File: config.mk
export PLATFORM = sky130hd
export DESIGN_NAME = smr_host
export DESIGN_NICKNAME = d
export VERILOG_FILES = /design/src/smr_pkg.sv /design/src/smr_host.sv
export VERILOG_INCLUDE_DIRS = /design/src /design/src/src
export SDC_FILE = /design/constraint.sdc
export NUM_CORES = 1
export LEC_CHECK = 0
export BUFFER_PORTS_ARGS = -buffer_cell sky130_fd_sc_hd__buf_2
export CAP_MARGIN = 30
export CORE_MARGIN = 5
export CORE_UTILIZATION = 41
export CTS_CLUSTER_DIAMETER = 100
export DETAILED_ROUTE_END_ITERATION = 8
export PLACE_DENSITY = 0.59
export SYNTH_ARGS = -nofsm -noshare
export SYNTH_HDL_FRONTEND = slang
export SYNTH_SLANG_ARGS = --single-unit
export TNS_END_PERCENT = 1
File: constraint.sdc
create_clock -name ref_clk_i -period 3.6 [get_ports ref_clk_i]
set_input_delay 0.9 -clock ref_clk_i [delete_from_list [all_inputs] [get_ports ref_clk_i]]
set_output_delay 0.9 -clock ref_clk_i [all_outputs]
set_load 0.02 [all_outputs]
File: src/smr_defs.svh
// timing counts and command codes for the mask rom host controller
`ifndef SMR_DEFS_SVH
`define SMR_DEFS_SVH
`define SMR_CLK_PERIOD_NS   25
`define SMR_ACCESS_MAX_NS   7000
`define SMR_ACCESS_CYC      ((`SMR_ACCESS_MAX_NS + `SMR_CLK_PERIOD_NS - 1) / `SMR_CLK_PERIOD_NS)
`define SMR_STROBE_CYC      2
`define SMR_CMD_READ1       8'h00
`define SMR_CMD_READ2       8'h01
`define SMR_CMD_READ3       8'h50
`define SMR_CMD_RESET       8'hff
`define SMR_CMD_STATUS      8'h70
`define SMR_CMD_ID          8'h90
`define SMR_MAIN_BYTES      512
`define SMR_RED_BYTES       16
`define SMR_PAGE_BYTES      528
`define SMR_PAGES_PER_BLK   32
`define SMR_BLOCKS          2048
`define SMR_RED_FILL        8'hff
`endif

File: src/smr_pkg.sv
// types for the mask rom host controller
package smr_pkg;
    typedef enum logic [2:0]
    {
        SMR_OP_READ1  = 3'h0,
        SMR_OP_READ2  = 3'h1,
        SMR_OP_READ3  = 3'h2,
        SMR_OP_STATUS = 3'h3,
        SMR_OP_ID     = 3'h4,
        SMR_OP_RESET  = 3'h5
    } smr_op_t;

    typedef struct packed
    {
        smr_op_t     op;
        logic [24:0] addr;
        logic [9:0]  count;
    } smr_req_t;

    typedef struct packed
    {
        logic       cle;
        logic       ale;
        logic       ce_n;
        logic       we_n;
        logic       re_n;
        logic [7:0] dq_o;
        logic       dq_oe;
    } smr_pins_t;
endpackage

File: src/smr_host.sv
// host controller driving the byte-wide mask rom pins
`timescale 1ns/10ps
`include "smr_defs.svh"

// Operation
// - host raises command latch and pulses write strobe to issue a command
// - host raises address latch and pulses write strobe per address byte
// - chip select high puts device in standby, byte lines released
// - commands, addresses and data share the same eight byte lines
// - host issues only the six documented command codes
// - only reset may be issued while the device is busy
// - identification read takes an all-zero first address byte
module smr_host
#(
    parameter int ACCESS_CYC = `SMR_ACCESS_CYC
)
(
    input  wire logic             ref_clk_i,
    input  wire logic             resetn_i,
    input  wire logic             req_valid_i,
    output logic                  req_ready_o,
    input  wire smr_pkg::smr_req_t req_i,
    output logic                  rd_valid_o,
    output logic [7:0]            rd_data_o,
    output logic                  done_o,
    output logic                  timeout_o,
    output logic                  cle_o,
    output logic                  ale_o,
    output logic                  ce_n_o,
    output logic                  we_n_o,
    output logic                  re_n_o,
    input  wire logic [7:0]       byte_lines_i,
    output logic [7:0]            byte_lines_o,
    output logic                  byte_lines_oe_o,
    input  wire logic             ready_busy_n_i
);
    // ==========================================================
    // ready/busy pin input synchroniser
    logic [2:0] rb_sync_q;
    logic [2:0] rb_sync_d;
    logic       rb_ready_q;
    logic       rb_ready_d;

    always_comb
    begin
        rb_sync_d  = {rb_sync_q[1:0], ready_busy_n_i};
        rb_ready_d = rb_ready_q;
        // a change counts only once the last two stages agree
        if (rb_sync_q[2] == rb_sync_q[1])
        begin
            rb_ready_d = rb_sync_q[2];
        end
    end

    // ==========================================================
    // sequencer
    typedef enum logic [7:0]
    {
        ST_IDLE = 8'h01,
        ST_CMD  = 8'h02,
        ST_ADDR = 8'h04,
        ST_WAIT = 8'h08,
        ST_RLOW = 8'h10,
        ST_RHI  = 8'h20,
        ST_DONE = 8'h40,
        ST_GAP  = 8'h80
    } st_t;

    st_t                 st_q, st_d;
    smr_pkg::smr_req_t   req_q, req_d;
    smr_pkg::smr_pins_t  pin_q, pin_d;
    logic [1:0]          acnt_q, acnt_d;
    logic [1:0]          ph_q, ph_d;
    logic [15:0]         tcnt_q, tcnt_d;
    logic [9:0]          bcnt_q, bcnt_d;
    logic [7:0]          data_q, data_d;
    logic                dv_q, dv_d;
    logic                done_q, done_d;
    logic                to_q, to_d;
    logic                seen_busy_q, seen_busy_d;
    logic [7:0]          cmd_code;
    logic [1:0]          naddr;
    logic                is_read;

    always_comb
    begin
        cmd_code = `SMR_CMD_RESET;
        naddr    = 2'h0;
        is_read  = 1'b0;
        case (req_q.op)
            smr_pkg::SMR_OP_READ1:
            begin
                cmd_code = `SMR_CMD_READ1;
                naddr    = 2'h3;
                is_read  = 1'b1;
            end
            smr_pkg::SMR_OP_READ2:
            begin
                cmd_code = `SMR_CMD_READ2;
                naddr    = 2'h3;
                is_read  = 1'b1;
            end
            smr_pkg::SMR_OP_READ3:
            begin
                cmd_code = `SMR_CMD_READ3;
                naddr    = 2'h3;
                is_read  = 1'b1;
            end
            smr_pkg::SMR_OP_STATUS:
            begin
                cmd_code = `SMR_CMD_STATUS;
            end
            smr_pkg::SMR_OP_ID:
            begin
                cmd_code = `SMR_CMD_ID;
                naddr    = 2'h1;
            end
            default:
            begin
                cmd_code = `SMR_CMD_RESET;
            end
        endcase
    end

    always_comb
    begin
        st_d        = st_q;
        req_d       = req_q;
        pin_d       = pin_q;
        acnt_d      = acnt_q;
        ph_d        = ph_q;
        tcnt_d      = tcnt_q;
        bcnt_d      = bcnt_q;
        data_d      = data_q;
        dv_d        = 1'b0;
        done_d      = 1'b0;
        to_d        = 1'b0;
        seen_busy_d = seen_busy_q;
        case (st_q)
            ST_IDLE:
            begin
                pin_d.ce_n  = 1'b1;
                pin_d.dq_oe = 1'b0;
                // only reset goes out while the device reports busy
                if (req_valid_i && (rb_ready_q ||
                    req_i.op == smr_pkg::SMR_OP_RESET))
                begin
                    req_d = req_i;
                    st_d  = ST_CMD;
                    ph_d  = 2'h0;
                end
            end
            ST_CMD:
            begin
                pin_d.ce_n  = 1'b0;
                pin_d.cle   = 1'b1;
                pin_d.ale   = 1'b0;
                pin_d.dq_o  = cmd_code;
                pin_d.dq_oe = 1'b1;
                ph_d        = ph_q + 2'h1;
                pin_d.we_n  = (ph_q < 2'(`SMR_STROBE_CYC)) ? 1'b0 : 1'b1;
                if (ph_q == 2'h3)
                begin
                    pin_d.cle = 1'b0;
                    ph_d      = 2'h0;
                    acnt_d    = 2'h0;
                    seen_busy_d = 1'b0;
                    tcnt_d    = 16'h0;
                    st_d      = (naddr != 2'h0) ? ST_ADDR : ST_WAIT;
                end
            end
            ST_ADDR:
            begin
                pin_d.ale   = 1'b1;
                pin_d.dq_oe = 1'b1;
                case (acnt_q)
                    2'h0:    pin_d.dq_o = (req_q.op == smr_pkg::SMR_OP_ID) ? 8'h00
                                          : req_q.addr[7:0];
                    2'h1:    pin_d.dq_o = req_q.addr[16:9];
                    default: pin_d.dq_o = req_q.addr[24:17];
                endcase
                ph_d       = ph_q + 2'h1;
                pin_d.we_n = (ph_q < 2'(`SMR_STROBE_CYC)) ? 1'b0 : 1'b1;
                if (ph_q == 2'h3)
                begin
                    ph_d   = 2'h0;
                    acnt_d = acnt_q + 2'h1;
                    if (acnt_q + 2'h1 == naddr)
                    begin
                        pin_d.ale   = 1'b0;
                        pin_d.dq_oe = 1'b0;
                        st_d        = ST_WAIT;
                    end
                end
            end
            ST_WAIT:
            begin
                pin_d.dq_oe = 1'b0;
                tcnt_d      = tcnt_q + 16'h1;
                if (!rb_ready_q)
                begin
                    seen_busy_d = 1'b1;
                end
                if (req_q.op == smr_pkg::SMR_OP_RESET)
                begin
                    if (rb_ready_q && tcnt_q > 16'h8)
                    begin
                        st_d = ST_DONE;
                    end
                    // a device stuck busy must not hang the sequencer
                    else if (tcnt_q >= 16'(ACCESS_CYC + 16))
                    begin
                        to_d = 1'b1;
                        st_d = ST_DONE;
                    end
                end
                else if (!is_read || (rb_ready_q && seen_busy_q))
                begin
                    bcnt_d = req_q.count;
                    st_d   = (req_q.count == 10'h0) ? ST_DONE : ST_RLOW;
                    ph_d   = 2'h0;
                end
                else if (tcnt_q >= 16'(ACCESS_CYC + 16))
                begin
                    to_d = 1'b1;
                    st_d = ST_DONE;
                end
            end
            ST_RLOW:
            begin
                pin_d.re_n = 1'b0;
                ph_d       = ph_q + 2'h1;
                if (ph_q == 2'h2)
                begin
                    // sample late in the low phase so the device output has settled
                    data_d = byte_lines_i;
                    dv_d   = 1'b1;
                    ph_d   = 2'h0;
                    st_d   = ST_RHI;
                end
            end
            ST_RHI:
            begin
                pin_d.re_n = 1'b1;
                ph_d       = ph_q + 2'h1;
                if (ph_q == 2'h1)
                begin
                    ph_d   = 2'h0;
                    bcnt_d = bcnt_q - 10'h1;
                    st_d   = (bcnt_q == 10'h1) ? ST_DONE : ST_RLOW;
                end
            end
            ST_DONE:
            begin
                pin_d.ce_n = 1'b1;
                pin_d.re_n = 1'b1;
                done_d     = 1'b1;
                to_d       = to_q;
                st_d       = ST_GAP;
            end
            ST_GAP:
            begin
                st_d = ST_IDLE;
            end
            default:
            begin
                st_d = ST_IDLE;
            end
        endcase
    end

    always_ff @(posedge ref_clk_i or negedge resetn_i)
    begin
        if (!resetn_i)
        begin
            rb_sync_q   <= 3'h7;
            rb_ready_q  <= 1'b1;
            st_q        <= ST_IDLE;
            req_q       <= '0;
            pin_q       <= '{cle: 1'b0, ale: 1'b0, ce_n: 1'b1, we_n: 1'b1,
                             re_n: 1'b1, dq_o: 8'h00, dq_oe: 1'b0};
            acnt_q      <= 2'h0;
            ph_q        <= 2'h0;
            tcnt_q      <= 16'h0;
            bcnt_q      <= 10'h0;
            data_q      <= 8'h00;
            dv_q        <= 1'b0;
            done_q      <= 1'b0;
            to_q        <= 1'b0;
            seen_busy_q <= 1'b0;
        end
        else
        begin
            rb_sync_q   <= rb_sync_d;
            rb_ready_q  <= rb_ready_d;
            st_q        <= st_d;
            req_q       <= req_d;
            pin_q       <= pin_d;
            acnt_q      <= acnt_d;
            ph_q        <= ph_d;
            tcnt_q      <= tcnt_d;
            bcnt_q      <= bcnt_d;
            data_q      <= data_d;
            dv_q        <= dv_d;
            done_q      <= done_d;
            to_q        <= to_d;
            seen_busy_q <= seen_busy_d;
        end
    end

    assign req_ready_o     = (st_q == ST_IDLE) &&
                             (rb_ready_q || req_i.op == smr_pkg::SMR_OP_RESET);
    assign rd_valid_o      = dv_q;
    assign rd_data_o       = data_q;
    assign done_o          = done_q;
    assign timeout_o       = done_q & to_q;
    assign cle_o           = pin_q.cle;
    assign ale_o           = pin_q.ale;
    assign ce_n_o          = pin_q.ce_n;
    assign we_n_o          = pin_q.we_n;
    assign re_n_o          = pin_q.re_n;
    assign byte_lines_o    = pin_q.dq_o;
    assign byte_lines_oe_o = pin_q.dq_oe;
endmodule // smr_host

==> summary by stage, run 1 <==
Setup path
The critical path data arrival time is ~2.3 ns. The worst setup path is of the reg -> out kind. At the worst endpoint, the required time is 2.70 ns. The startpoint class of the critical path is a flip-flop. The maximum net fanout on the critical path is 11. The number of cells on the worst reg-to-reg path is 6.

The capturing element type of the critical path is an output port.

Status
The run finished with clean final reports.

Detailed routing
Across all layers, the routed design uses 4,034 vias. The routed length per placed instance is 16.7 um. The remaining antenna violation count after routing is 0. The detailed router's first-iteration violation count is about 230. For this run, design rule violations remaining after detail routing come to 0. For this block, the routed nets add up to around 12,000 um of wire. For this run, the detailed router's first-pass iteration total came to 5. The average via count per standard cell is 5.52.

Place
The number of input and output port buffers inserted is 74. The routability congestion estimate is between 0.8 and 0.9. The detailed placer's ending HPWL is between 8000 and 9000 um.

CTS
TritonCTS created 9 clock buffers. The clock drives 105 sinks. The clock latency at the later pin of the worst-skew pair is approximately 0.34 ns. The clock passes through at most 2 buffers. The H-tree was split into 3 levels.

Clock-pin slew was measured on the worst setup and hold paths at 0.07 ns. The CTS root buffer is clkbuf_16. The number of resized instances in the post-cts repair step is 0. Buffers added to address setup during post-CTS repair amount to 0. The total of hold buffers inserted after clock tree synthesis is 0. The CTS tree is done.

Power and ir drop
IR analysis of the VDD net gives a maximum drop of about 0.00042 V. Power spread over the standard cell area amounts to between 700 and 800 mW/mm2. The leakage power figure is 2.72 nW.

Synth
The average size of a mapped cell is around 11 um2. In the synthesized netlist the dominant register cell turns out to be dfrtp_1. The cell type with the highest aggregate area in the netlist is dfrtp_1. After synthesis, the largest family of logic cells by area is simple AND/OR/NAND/NOR gates. The area share of xor/xnor cells in the synthesized design is 0.0152. The net count of the mapped netlist is about 550. The proportion of register bits with asynchronous set or reset after synthesis is 1.00. The compound-cell area share of the yosys netlist is 0.156. The register area share after synthesis is 0.507.

Counting instances in the post-synthesis netlist gives the leading cell types as dfrtp_1 (97), mux2_2 (45), nor2_1 (44). In this run, synthesis inferred 0 flip-flops with an integrated enable. The fraction of synthesized cell area taken by the top area cell type is 0.467. The most common cell in the synthesized netlist is dfrtp_1.

The simple logic cell fraction of the synthesized area is 0.158. Ranked by total cell area, the synthesized netlist is headed by dfrtp_1 (47%), mux2_2 (9.7%), dfstp_2 (4.0%), nor2_1 (3.2%), o21ai_0 (3.0%). The netlist area before placement is 0.00520 mm2.

After synthesis, the share of cell area in mux cells is 0.0994. The synthesized design contains approximately 110 register bits. The number of unique standard cell types used by synthesis is 60. Of the total synthesized cell area, the portion taken by full adders, half adders and majority gates is 0.0303. The synthesized instance count is just under 500. During synthesis, Yosys emitted a total of 0 warnings.

Global route
The number of antenna violations at the first check in global routing is 1. Global routing finished with a remaining overflow of 0. The largest net degree at the start of global routing is just over 60. In the global route stage, overall resource usage came out at 0.173.

The first global-routing pass estimated between 20,000 and 25,000 um of wire. The via count of the first global-routing pass was approximately 4.1k.

Timing
Setup total negative slack on the finished layout was measured at 0 ns. The worst hold slack after final layout is about 0.36 ns. The count of final hold-check violations is 0. The slew at the pin closest to its max-slew limit is about 0.86 ns. The number of max-slew violations in the final report is 0. Across the routed clock network, the largest skew measured is 0.00720 ns. The worst slew margin relative to its limit is 0.420. The final setup violation count is 0. The minimum period implied by the final worst setup slack is between 3 and 4 ns.

Timing would allow up to 310 MHz. Of the available clock period, the critical path in the final layout requires 0.895. Setup repair after global routing left no endpoint under its margin.

Die
The horizontal die dimension is around 120 um. The starting density of the core is 0.415. 76 I/O pins were placed. The area of the die is between 0.015 and 0.02 mm2. In this run the standard cell core region covers 0.0125 mm2. The die is roughly 120 um tall. The initialized floorplan defines 41 standard-cell rows.

Finish
The number of fill cells is between 1k and 1.5k. The storage element area is 0.00264 mm2. The area growth from synthesis to layout is 16.4%. The multi-input combinational cells in the finished layout cover a total of 0.00239 mm2. The number of diodes added for antenna fixing is 0.

The net count of the finished layout is 615. Of the cells placed in the final design, the portion with a size suffix greater than 1 is 0.281.

Min path
The hold-critical path depth is 0. The class of the worst hold path is reg -> reg.

Run
The count of max-cap constraint violations is 0.
## where the power goes
| group | switching (mW) | total, mW | internal [mW] |
|---|---|---|---|
| Combinational | 0.834 | 1.53 | 0.698 |
| Sequential | 0.317 | 1.87 | 1.56 |
| Clock | 0.427 | 1.05 | 0.628 |
| Total | 1.58 | 4.46 | 2.88 |
## worst paths after layout
| check | slack [ns] | end | start |
|---|---|---|---|
| min in group asynchronous | 0.63 | rd_data_o[3] | resetn_i |
| worst min register to register | 0.36 | rb_sync_q[1] | rb_sync_q[0] |
| max in group asynchronous | 2.12 | ce_n_o | resetn_i |
| worst max-delay path | 0.38 | req_ready_o | st_q[5] |
| worst max register to register | 0.84 | req_q[29] | st_q[5] |
| worst min-delay path | 0.36 | rb_sync_q[1] | rb_sync_q[0] |
## cells in the final DEF, fill, tap and decap left out, types with 5 or more instances in the layout
cell        n
a211o_1     6
a211oi_1    5
a21oi_1    22
a222oi_1    9
and3_1      5
buf_2      73
buf_4       9
clkbuf_16   9
dfrtp_1    97
dfstp_2     8
ha_1       11
inv_1      15
mux2_2     45
nand2_1    25
nand2b_1    6
nand3_1    12
nor2_1     44
nor3_1     11
nor4_1     15
o21ai_0    31
o22a_1      5
o31ai_1     5
or3_1       5
xnor2_1     6
## state kept, by name, indices dropped and copies added, names as in the netlist
signal,cells
byte_lines_oe_o,1
ce_n_o,1
st_q,8
done_o,1
bcnt_q,10
rb_sync_q,3
rb_ready_q,1
req_q,37
rd_valid_o,1
tcnt_q,16
byte_lines_o,8
ale_o,1
ph_q,2
we_n_o,1
rd_data_o,8
seen_busy_q,1
to_q,1
re_n_o,1
acnt_q,2
cle_o,1
## critical path, cell delays in order, from the launching register on
cell     delay (ns)
dfrtp_1        0.49
or4_4          0.59
nor4_1         0.37
buf_4          0.22
and2_1         0.14
buf_2          0.17
## routing by layer
layer / vias up / wire [um] / global-route usage
li1: 1949 / - / -
met5: - / 13 / 0
met3: 19 / 540 / 0.0346
met1: 1977 / 5640 / 0.234
met4: 2 / 265 / 0.0693
met2: 87 / 5720 / 0.273
## per-stage QoR
step,util,std cells,total power [mW],cell area [um2],worst slack (ns)
2_1_floorplan,-,490,2.93,5200,0.861
3_3_place_gp,0.458,715,3.37,5730,0.777
3_5_place_dp,0.458,715,3.42,5730,0.781
4_1_cts,0.484,731,4.49,6050,0.383
5_1_grt,0.484,731,4.75,6050,0.201
6_report,0.484,731,4.46,6050,0.378
## cell type report
type                            count  area share
Timing Repair Buffer               82      0.0715
Clock buffer                       11      0.0401
Inverter                           15     0.00930
Tap cell                          172      0.0355
Sequential cell                   105       0.436
Clock inverter                      5      0.0130
Multi-Input combinational cell    341       0.395
## logic make-up (layout without fill, tap and decap cells)
family / after synthesis / in the layout
and+or+nand+nor: 156 / 156
AOI/OAI and AO/OA: 117 / 117
DFF: 105 / 105
muxes: 46 / 46
buffers and inverters: 44 / 113
adders and majority gates: 13 / 13
xor gates and xnor gates: 9 / 9
Power figures use the tool's default switching activity.
==> inputs of run 2 (changes only) <==
--- a/config.mk
+++ b/config.mk
@@ -9,10 +9,11 @@
 export BUFFER_PORTS_ARGS = -buffer_cell sky130_fd_sc_hd__buf_2
 export CAP_MARGIN = 30
 export CORE_MARGIN = 5
-export CORE_UTILIZATION = 41
+export CORE_UTILIZATION = 45
 export CTS_CLUSTER_DIAMETER = 100
 export DETAILED_ROUTE_END_ITERATION = 8
-export PLACE_DENSITY = 0.59
+export PLACE_DENSITY = 0.64
+export SETUP_SLACK_MARGIN = 0.4
 export SYNTH_ARGS = -nofsm -noshare
 export SYNTH_HDL_FRONTEND = slang
 export SYNTH_SLANG_ARGS = --single-unit
==> run 2 against run 1 <==
Compared with the run above: via count is 2.0% higher; cell count fell by 4.0%; global-route usage grew 0.70 points; non-clock buffer count is the same; cell area hardly changed; wire length decreased by 0.53%; critical path type unchanged.
==> summary by stage, run 2 (synthesized netlist as in run 1, its figures left out) <==
Global route
The global-route wire length before repair is 20,900 um (+1.7%). The number of antenna violations at the first check in global routing is 1 (unchanged). The largest net degree at the start of global routing is 75 (+21%). The aggregate global routing overflow came to 0 (unchanged). The global-route total usage across every layer is 0.180 (+0.00698). The via count of the first global-routing pass came to 4,219 (+3.8%).

CTS
The CTS root buffer is clkbuf_16. The CTS clock-pin slew for the worst setup and hold paths is 0.07 ns (about the same). The total clock buffers created by CTS is 9 (unchanged). The number of buffers added for setup after CTS is 0 (unchanged). The clock latency at the later pin of the worst-skew pair is 0.35 ns (about the same). The maximum buffer depth of the clock tree is 2 (unchanged). The depth of the CTS H-tree is 3 (unchanged). The number of sinks handled by clock tree synthesis was 105 (unchanged). TritonCTS built the clock tree.

The total of hold buffers inserted after clock tree synthesis came to 0 (unchanged).

Timing
The final critical-path share of the clock period came to 0.853 (-0.0418). Setup repair after global routing left no endpoint under its margin. The slew at the pin closest to its max-slew limit is 0.852 ns (-0.00687 ns). The largest clock skew in the final design is 0.00445 ns (-0.00275 ns). The final setup violation count is 0 (unchanged).

The upper clock frequency limit is 326 MHz (+4.9%). The count of final hold-check violations is 0 (unchanged). The total negative slack is 0 ns (unchanged).

The number of max-slew violations in the final report is 0 (unchanged). The minimum period implied by the final worst setup slack is 3.07 ns (-0.151 ns). The worst slew margin relative to its limit came to 0.425 (+0.00464).

Detailed routing
The post-route DRC violation count is 0 (unchanged). The routed length on met1 came to 5500 um (-2.5%). The detailed router's first-iteration violation count came to 224 (-1.3%). The length of routed met2 wiring was 5630 um (-1.5%).

The number of detailed-route iterations in the first pass was 5 (unchanged). The average via count per standard cell is 5.86 (+6.2%). The total wire length is 12,100 um (-0.53%).

The number of vias in the routed layout is 4,113 (+2.0%). The routed length per placed instance is 17.3 um (+3.6%). Routed signal wires occupy layers up through met5.

The remaining antenna violation count after routing was 0 (unchanged). The total met3 wirelength after detailed routing was 690 um (+28%).

Finish
In the layout the commonest cells are dfrtp_1 (96), buf_2 (73), mux2_2 (45), nor2_1 (44), o21ai_0 (31). The synthesis-to-finish area growth is 16.4% (about the same). The share of final-layout standard cells stronger than drive strength 1 came to 0.286 (+0.00537). The number of diodes added for antenna fixing is 0 (unchanged). The number of nets at the end of the flow is 615 (unchanged). The largest registers in the layout are req_q: 37 flops, tcnt_q: 16 flops, bcnt_q: 10 flops. The top register by number of flip-flops is req_q. The number of fill cells is 1,028 (-13%). The leading cell type in the layout, fill and taps excluded is dfrtp_1. The number of flip-flops under the largest register name is 37 (unchanged).

Die
The number of rows created at floorplan was 39 (-4.9%). The area of the die is 0.0138 mm2 (-8.2%). The die height came to 117 um (-4.2%).

The I/O pin total is 76 (unchanged). The area of the placeable core is 0.0114 mm2 (-9.2%). The horizontal die dimension was 117 um (-4.2%).

The starting density of the core is 0.457 (+0.0419).

Setup path
STA classifies the critical path startpoint as a flip-flop. The type of the setup path with the least slack is reg -> out. The family of cells with the greatest summed delay on the critical path is simple AND/OR/NAND/NOR gates. The number of cells traversed by the worst register-to-register path is 5 (-1). The terminus of the critical flop-to-flop path is bcnt_q[9]. The setup slack of the most critical reg-to-reg path is 0.87 ns (+0.03 ns). The startpoint of the worst register-to-register path is st_q[3]. In this run the worst setup path begins at st_q[4].

The number of buffers and inverters on the critical path is 2 (unchanged). The worst-path cell with the longest stage delay is or4_4. The biggest cell delay along the critical path is 0.61 ns (+0.02 ns). The number of cells on the critical path is 5 (unchanged). The data required time of the critical path is 2.70 ns (about the same). The critical path data arrival time was 2.17 ns (-0.15 ns). The most critical setup path has its endpoint at req_ready_o. STA classifies the critical path endpoint as an output port.

Walking the worst path, the cells encountered are or4_4 > nor4_4 > buf_4 > and2_1 > buf_2. The maximum net fanout on the critical path is 9 (-2).

Place
The number of input and output port buffers inserted is 74 (unchanged). The detailed placer's ending HPWL is 8530 um (-3.1%). The routability congestion estimate is 0.837 (+1.4%).

Status
The flow ran to the end, and the final reports show no timing, DRC or antenna violations.

Min path
The class of the worst hold path is reg -> reg.

Power and ir drop
The peak supply drop came to 0.000383 V (-9.0%). The power density over the cells came to 742 mW/mm2 (+0.74%). The leakage power figure is 2.73 nW (+0.19%). The total power of the final layout is 4.49 mW (+0.72%).

Run
The count of max-cap constraint violations is 0 (unchanged).
[run 2: layer usage]
layer  global-route usage  vias up
li1                     -     1953
met1                0.247     2007
met4               0.0746        2
met3               0.0336       24
met5                    0        -
met2                0.280      127
[run 2: repair_timing]
action                                  in CTS  in global routing
resized for setup                            1                  2
endpoints found under the setup margin       1                  1
endpoints found under the hold margin        0                  0
[run 2: worst reg2reg max path, cell delays in order (launching register included)]
cell	delay, ns
dfrtp_1	0.54
or4_1	0.57
or4_1	0.86
nor4b_1	0.43
a21oi_1	0.08
o21ai_0	0.18
[run 2: how the worst min path moves through the flow]
| stage | start | endpoint | slack, ns | cells past startpoint |
|---|---|---|---|---|
| 5_1_grt | rb_sync_q[0] | rb_sync_q[1] | 0.36 | 0 |
| 3_3_place_gp | rb_sync_q[0] | rb_sync_q[1] | 0.35 | 0 |
| 6_report | rb_sync_q[0] | rb_sync_q[1] | 0.36 | 0 |
| 3_5_place_dp | rb_sync_q[0] | rb_sync_q[1] | 0.35 | 0 |
| 4_1_cts | rb_sync_q[0] | rb_sync_q[1] | 0.36 | 0 |
| 2_1_floorplan | rb_sync_q[0] | rb_sync_q[1] | 0.35 | 0 |
[run 2: final cells by class]
| class | instances | area (um2) | area share |
|---|---|---|---|
| clock inverters | 7 | 103 | 0.0169 |
| inverters | 15 | 56.3 | 0.00930 |
| repair buffers | 82 | 445 | 0.0736 |
| clock buffers | 9 | 225 | 0.0372 |
| flip-flops and latches | 105 | 2640 | 0.436 |
| well taps | 143 | 179 | 0.0296 |
| multi-input cells | 341 | 2410 | 0.397 |
[run 2: stage by stage]
stage          worst slack (ns)  cells  utilization  instance area, um2  hold WS [ns]
2_1_floorplan             0.861    490            -                5200         0.345
3_3_place_gp              0.779    686        0.502                5710         0.346
3_5_place_dp              0.731    686        0.502                5710         0.347
4_1_cts                   0.432    702        0.532                6040         0.357
5_1_grt                   0.418    702        0.532                6050         0.364
6_report                  0.528    702        0.532                6050         0.358
[run 2: where the power goes]
part / leakage, nW / switching, mW / total (mW) / internal [mW]
Sequential: 1.32 / 0.326 / 1.88 / 1.56
Combinational: 1.25 / 0.833 / 1.54 / 0.708
Clock: 0.157 / 0.452 / 1.07 / 0.617
==> inputs of run 3 (changes only) <==
--- a/config.mk
+++ b/config.mk
@@ -9,10 +9,10 @@
 export BUFFER_PORTS_ARGS = -buffer_cell sky130_fd_sc_hd__buf_2
 export CAP_MARGIN = 30
 export CORE_MARGIN = 5
-export CORE_UTILIZATION = 45
+export CORE_UTILIZATION = 41
 export CTS_CLUSTER_DIAMETER = 100
 export DETAILED_ROUTE_END_ITERATION = 8
-export PLACE_DENSITY = 0.64
+export PLACE_DENSITY = 0.59
 export SETUP_SLACK_MARGIN = 0.4
 export SYNTH_ARGS = -nofsm -noshare
 export SYNTH_HDL_FRONTEND = slang
==> run 3 against run 2 <==
Compared with the run above: utilization is 4.8 points lower; power shrank 0.67%; cell count up 4.1%; clock skew up 0.0027 ns; wire length is 0.45% higher; first-iteration DRC count rose by 5.4%; worst setup slack lost 0.047 ns; critical path type unchanged; largest cell class unchanged.
==> summary by stage, run 3 (synthesized netlist as in run 1, its figures left out) <==
Status
The flow ran to the end, and the final reports show no timing, DRC or antenna violations.

CTS
The clock latency at the later pin of the worst-skew pair came to 0.34 ns (about the same). The CTS tree is done. The depth of the CTS H-tree is 3 (unchanged).

The maximum buffer depth of the clock tree was 2 (unchanged). The total clock buffers created by CTS is 9 (unchanged). The number of sinks handled by clock tree synthesis is 105 (unchanged). The CTS clock-pin slew for the worst setup and hold paths is 0.07 ns (about the same).

The CTS root buffer is clkbuf_16.

Detailed routing
The detailed router's first-iteration violation count is 236 (+5.4%). The average via count per standard cell was 5.53 (-5.7%). The number of detailed-route iterations in the first pass is 7 (+2). The number of vias in the routed layout is 4,040 (-1.8%). The post-route DRC violation count is 0 (unchanged).

The routed length per placed instance is 16.6 um (-3.5%). The remaining antenna violation count after routing came to 0 (unchanged). The total wire length is 12,200 um (+0.45%).

Setup path
The setup slack of the most critical reg-to-reg path came to 0.88 ns (about the same). The critical path starts at st_q[4]. The maximum net fanout on the critical path is 9 (unchanged). The biggest cell delay along the critical path was 0.60 ns (about the same).

Walking the worst path, the cells encountered are or4_4 > nor4_2 > buf_4 > and2_1 > buf_2. The worst register-to-register path begins at st_q[1]. The critical path data arrival time was 2.22 ns (+0.05 ns). The worst-path cell with the longest stage delay is or4_4.

The capturing element type of the critical path is an output port. The data required time of the critical path is 2.70 ns (about the same). The worst setup path is of the reg -> out kind. The number of cells traversed by the worst register-to-register path is 5 (unchanged). The startpoint class of the critical path is a flip-flop. The capture point of the worst path is req_ready_o.

The terminus of the critical flop-to-flop path is bcnt_q[7].

Timing
The minimum period implied by the final worst setup slack is 3.12 ns (+0.0473 ns). Setup repair after global routing left no endpoint under its margin. The final setup violation count is 0 (unchanged). The largest clock skew in the final design is 0.00718 ns (+0.00273 ns). The worst slew margin relative to its limit is 0.421 (-0.00359). The total negative slack is 0 ns (unchanged). The number of max-slew violations in the final report is 0 (unchanged). The upper clock frequency limit is 321 MHz (-1.5%).

The final critical-path share of the clock period is 0.866 (+0.0131). The count of final hold-check violations is 0 (unchanged). The slew at the pin closest to its max-slew limit is 0.857 ns (+0.00532 ns).

Power and ir drop
The leakage power figure is 2.72 nW (-0.20%). The power density over the cells is 736 mW/mm2 (-0.82%). The peak supply drop is 0.000419 V (+9.6%).

Run
The count of max-cap constraint violations is 0 (unchanged).

Finish
The count of placed standard cells in the final layout, fillers left out is 731 (+4.1%). The number of flip-flops under the largest register name is 37 (unchanged). The synthesis-to-finish area growth is 16.6%. The share of final-layout standard cells stronger than drive strength 1 came to 0.284 (-0.00179). The library cells used most frequently in the layout, excluding fill and tap cells, are dfrtp_1 (96), buf_2 (73), mux2_2 (45), nor2_1 (44), o21ai_0 (31). The library cell used most frequently in the layout, excluding fill and tap cells, is dfrtp_1. The largest registers in the layout are req_q: 37 flops, tcnt_q: 16 flops, bcnt_q: 10 flops. The number of nets at the end of the flow is 615 (unchanged). More flip-flops sit in one register than any other, and that register is req_q.

The number of diodes added for antenna fixing is 0 (unchanged).

Die
The number of rows created at floorplan is 41 (+5.1%). The die height came to 123 um (+4.4%). The area of the die is 0.0150 mm2 (+8.9%). The I/O pin total came to 76 (unchanged). The horizontal die dimension is 123 um (+4.4%).

The area of the placeable core is 0.0125 mm2 (+10%). The starting density of the core is 0.415 (-0.0419).

Global route
The aggregate global routing overflow is 0 (unchanged). The global-route met1 utilization is 0.234 (-0.0130). The met3 capacity usage during global routing was 0.0346 (+0.000925).

The global-route total usage across every layer is 0.173 (-0.00698). The via count of the first global-routing pass is 4,068 (-3.6%). The met2 usage in global routing is 0.273 (-0.00765). The largest net degree at the start of global routing is 62 (-17%). The number of antenna violations at the first check in global routing came to 1 (unchanged). After global routing, the most crowded layer is met2. The global-route wire length before repair was 20,600 um (-1.7%).

Place
The routability congestion estimate was 0.825 (-1.4%). The number of input and output port buffers inserted came to 74 (unchanged). The detailed placer's ending HPWL is 8800 um (+3.2%). The total instance count after detailed placement was 715 (+4.2%).

Min path
The class of the worst hold path is reg -> reg.
==> run 3: how the worst min path moves through the flow <==
stage	cells past startpoint	from	endpoint
2_1_floorplan	0	rb_sync_q[0]	rb_sync_q[1]
3_3_place_gp	0	rb_sync_q[0]	rb_sync_q[1]
3_5_place_dp	0	rb_sync_q[0]	rb_sync_q[1]
4_1_cts	0	rb_sync_q[0]	rb_sync_q[1]
5_1_grt	0	rb_sync_q[0]	rb_sync_q[1]
6_report	0	rb_sync_q[0]	rb_sync_q[1]
==> run 3: stage by stage <==
| stage | utilization | hold slack [ns] | setup WS (ns) | power, mW | area, um2 |
|---|---|---|---|---|---|
| final | 0.484 | 0.355 | 0.481 | 4.46 | 6060 |
| after global routing | 0.484 | 0.360 | 0.407 | 4.76 | 6060 |
| after CTS | 0.484 | 0.357 | 0.476 | 4.49 | 6060 |
| after detailed placement | 0.458 | 0.347 | 0.781 | 3.42 | 5730 |
| after global placement | 0.458 | 0.347 | 0.777 | 3.37 | 5730 |
| after floorplan | - | 0.345 | 0.861 | 2.93 | 5200 |
==> run 3: cell type report <==
| cell class | count | area (um2) |
|---|---|---|
| Clock buffer | 11 | 243 |
| Clock inverter | 5 | 78.8 |
| Fill cell | 1185 | 6450 |
| Inverter | 15 | 56.3 |
| Multi-Input combinational cell | 341 | 2400 |
| Sequential cell | 105 | 2640 |
| Tap cell | 172 | 215 |
| Timing Repair Buffer | 82 | 433 |
==> run 3: layer usage <==
metal / vias to the layer above / share of wire
met1: 1979 / 0.46
met5: - / 0.0011
met4: 2 / 0.022
met2: 89 / 0.47
li1: 1951 / -
met3: 19 / 0.044
==> run 3: repair_timing <==
| action | in CTS | in global routing |
|---|---|---|
| hold buffers | 0 | 0 |
| buffers inserted | 0 | 0 |
| gates cloned | 0 | 0 |
| setup endpoints to repair | 1 | 1 |
| gates resized for setup | 1 | 1 |
==> run 3: where the power goes <==
group | total [mW] | internal, mW | switching [mW]
Clock | 1.05 | 0.628 | 0.425
Sequential | 1.87 | 1.56 | 0.316
Combinational | 1.54 | 0.701 | 0.836
==> run 3: critical path, delay by kind of cell (launching register included) <==
| kind | cells | cell delay (ns) |
|---|---|---|
| buffers and inverters | 2 | 0.37 |
| and+or+nand+nor | 3 | 1.04 |
| DFF | 1 | 0.46 |
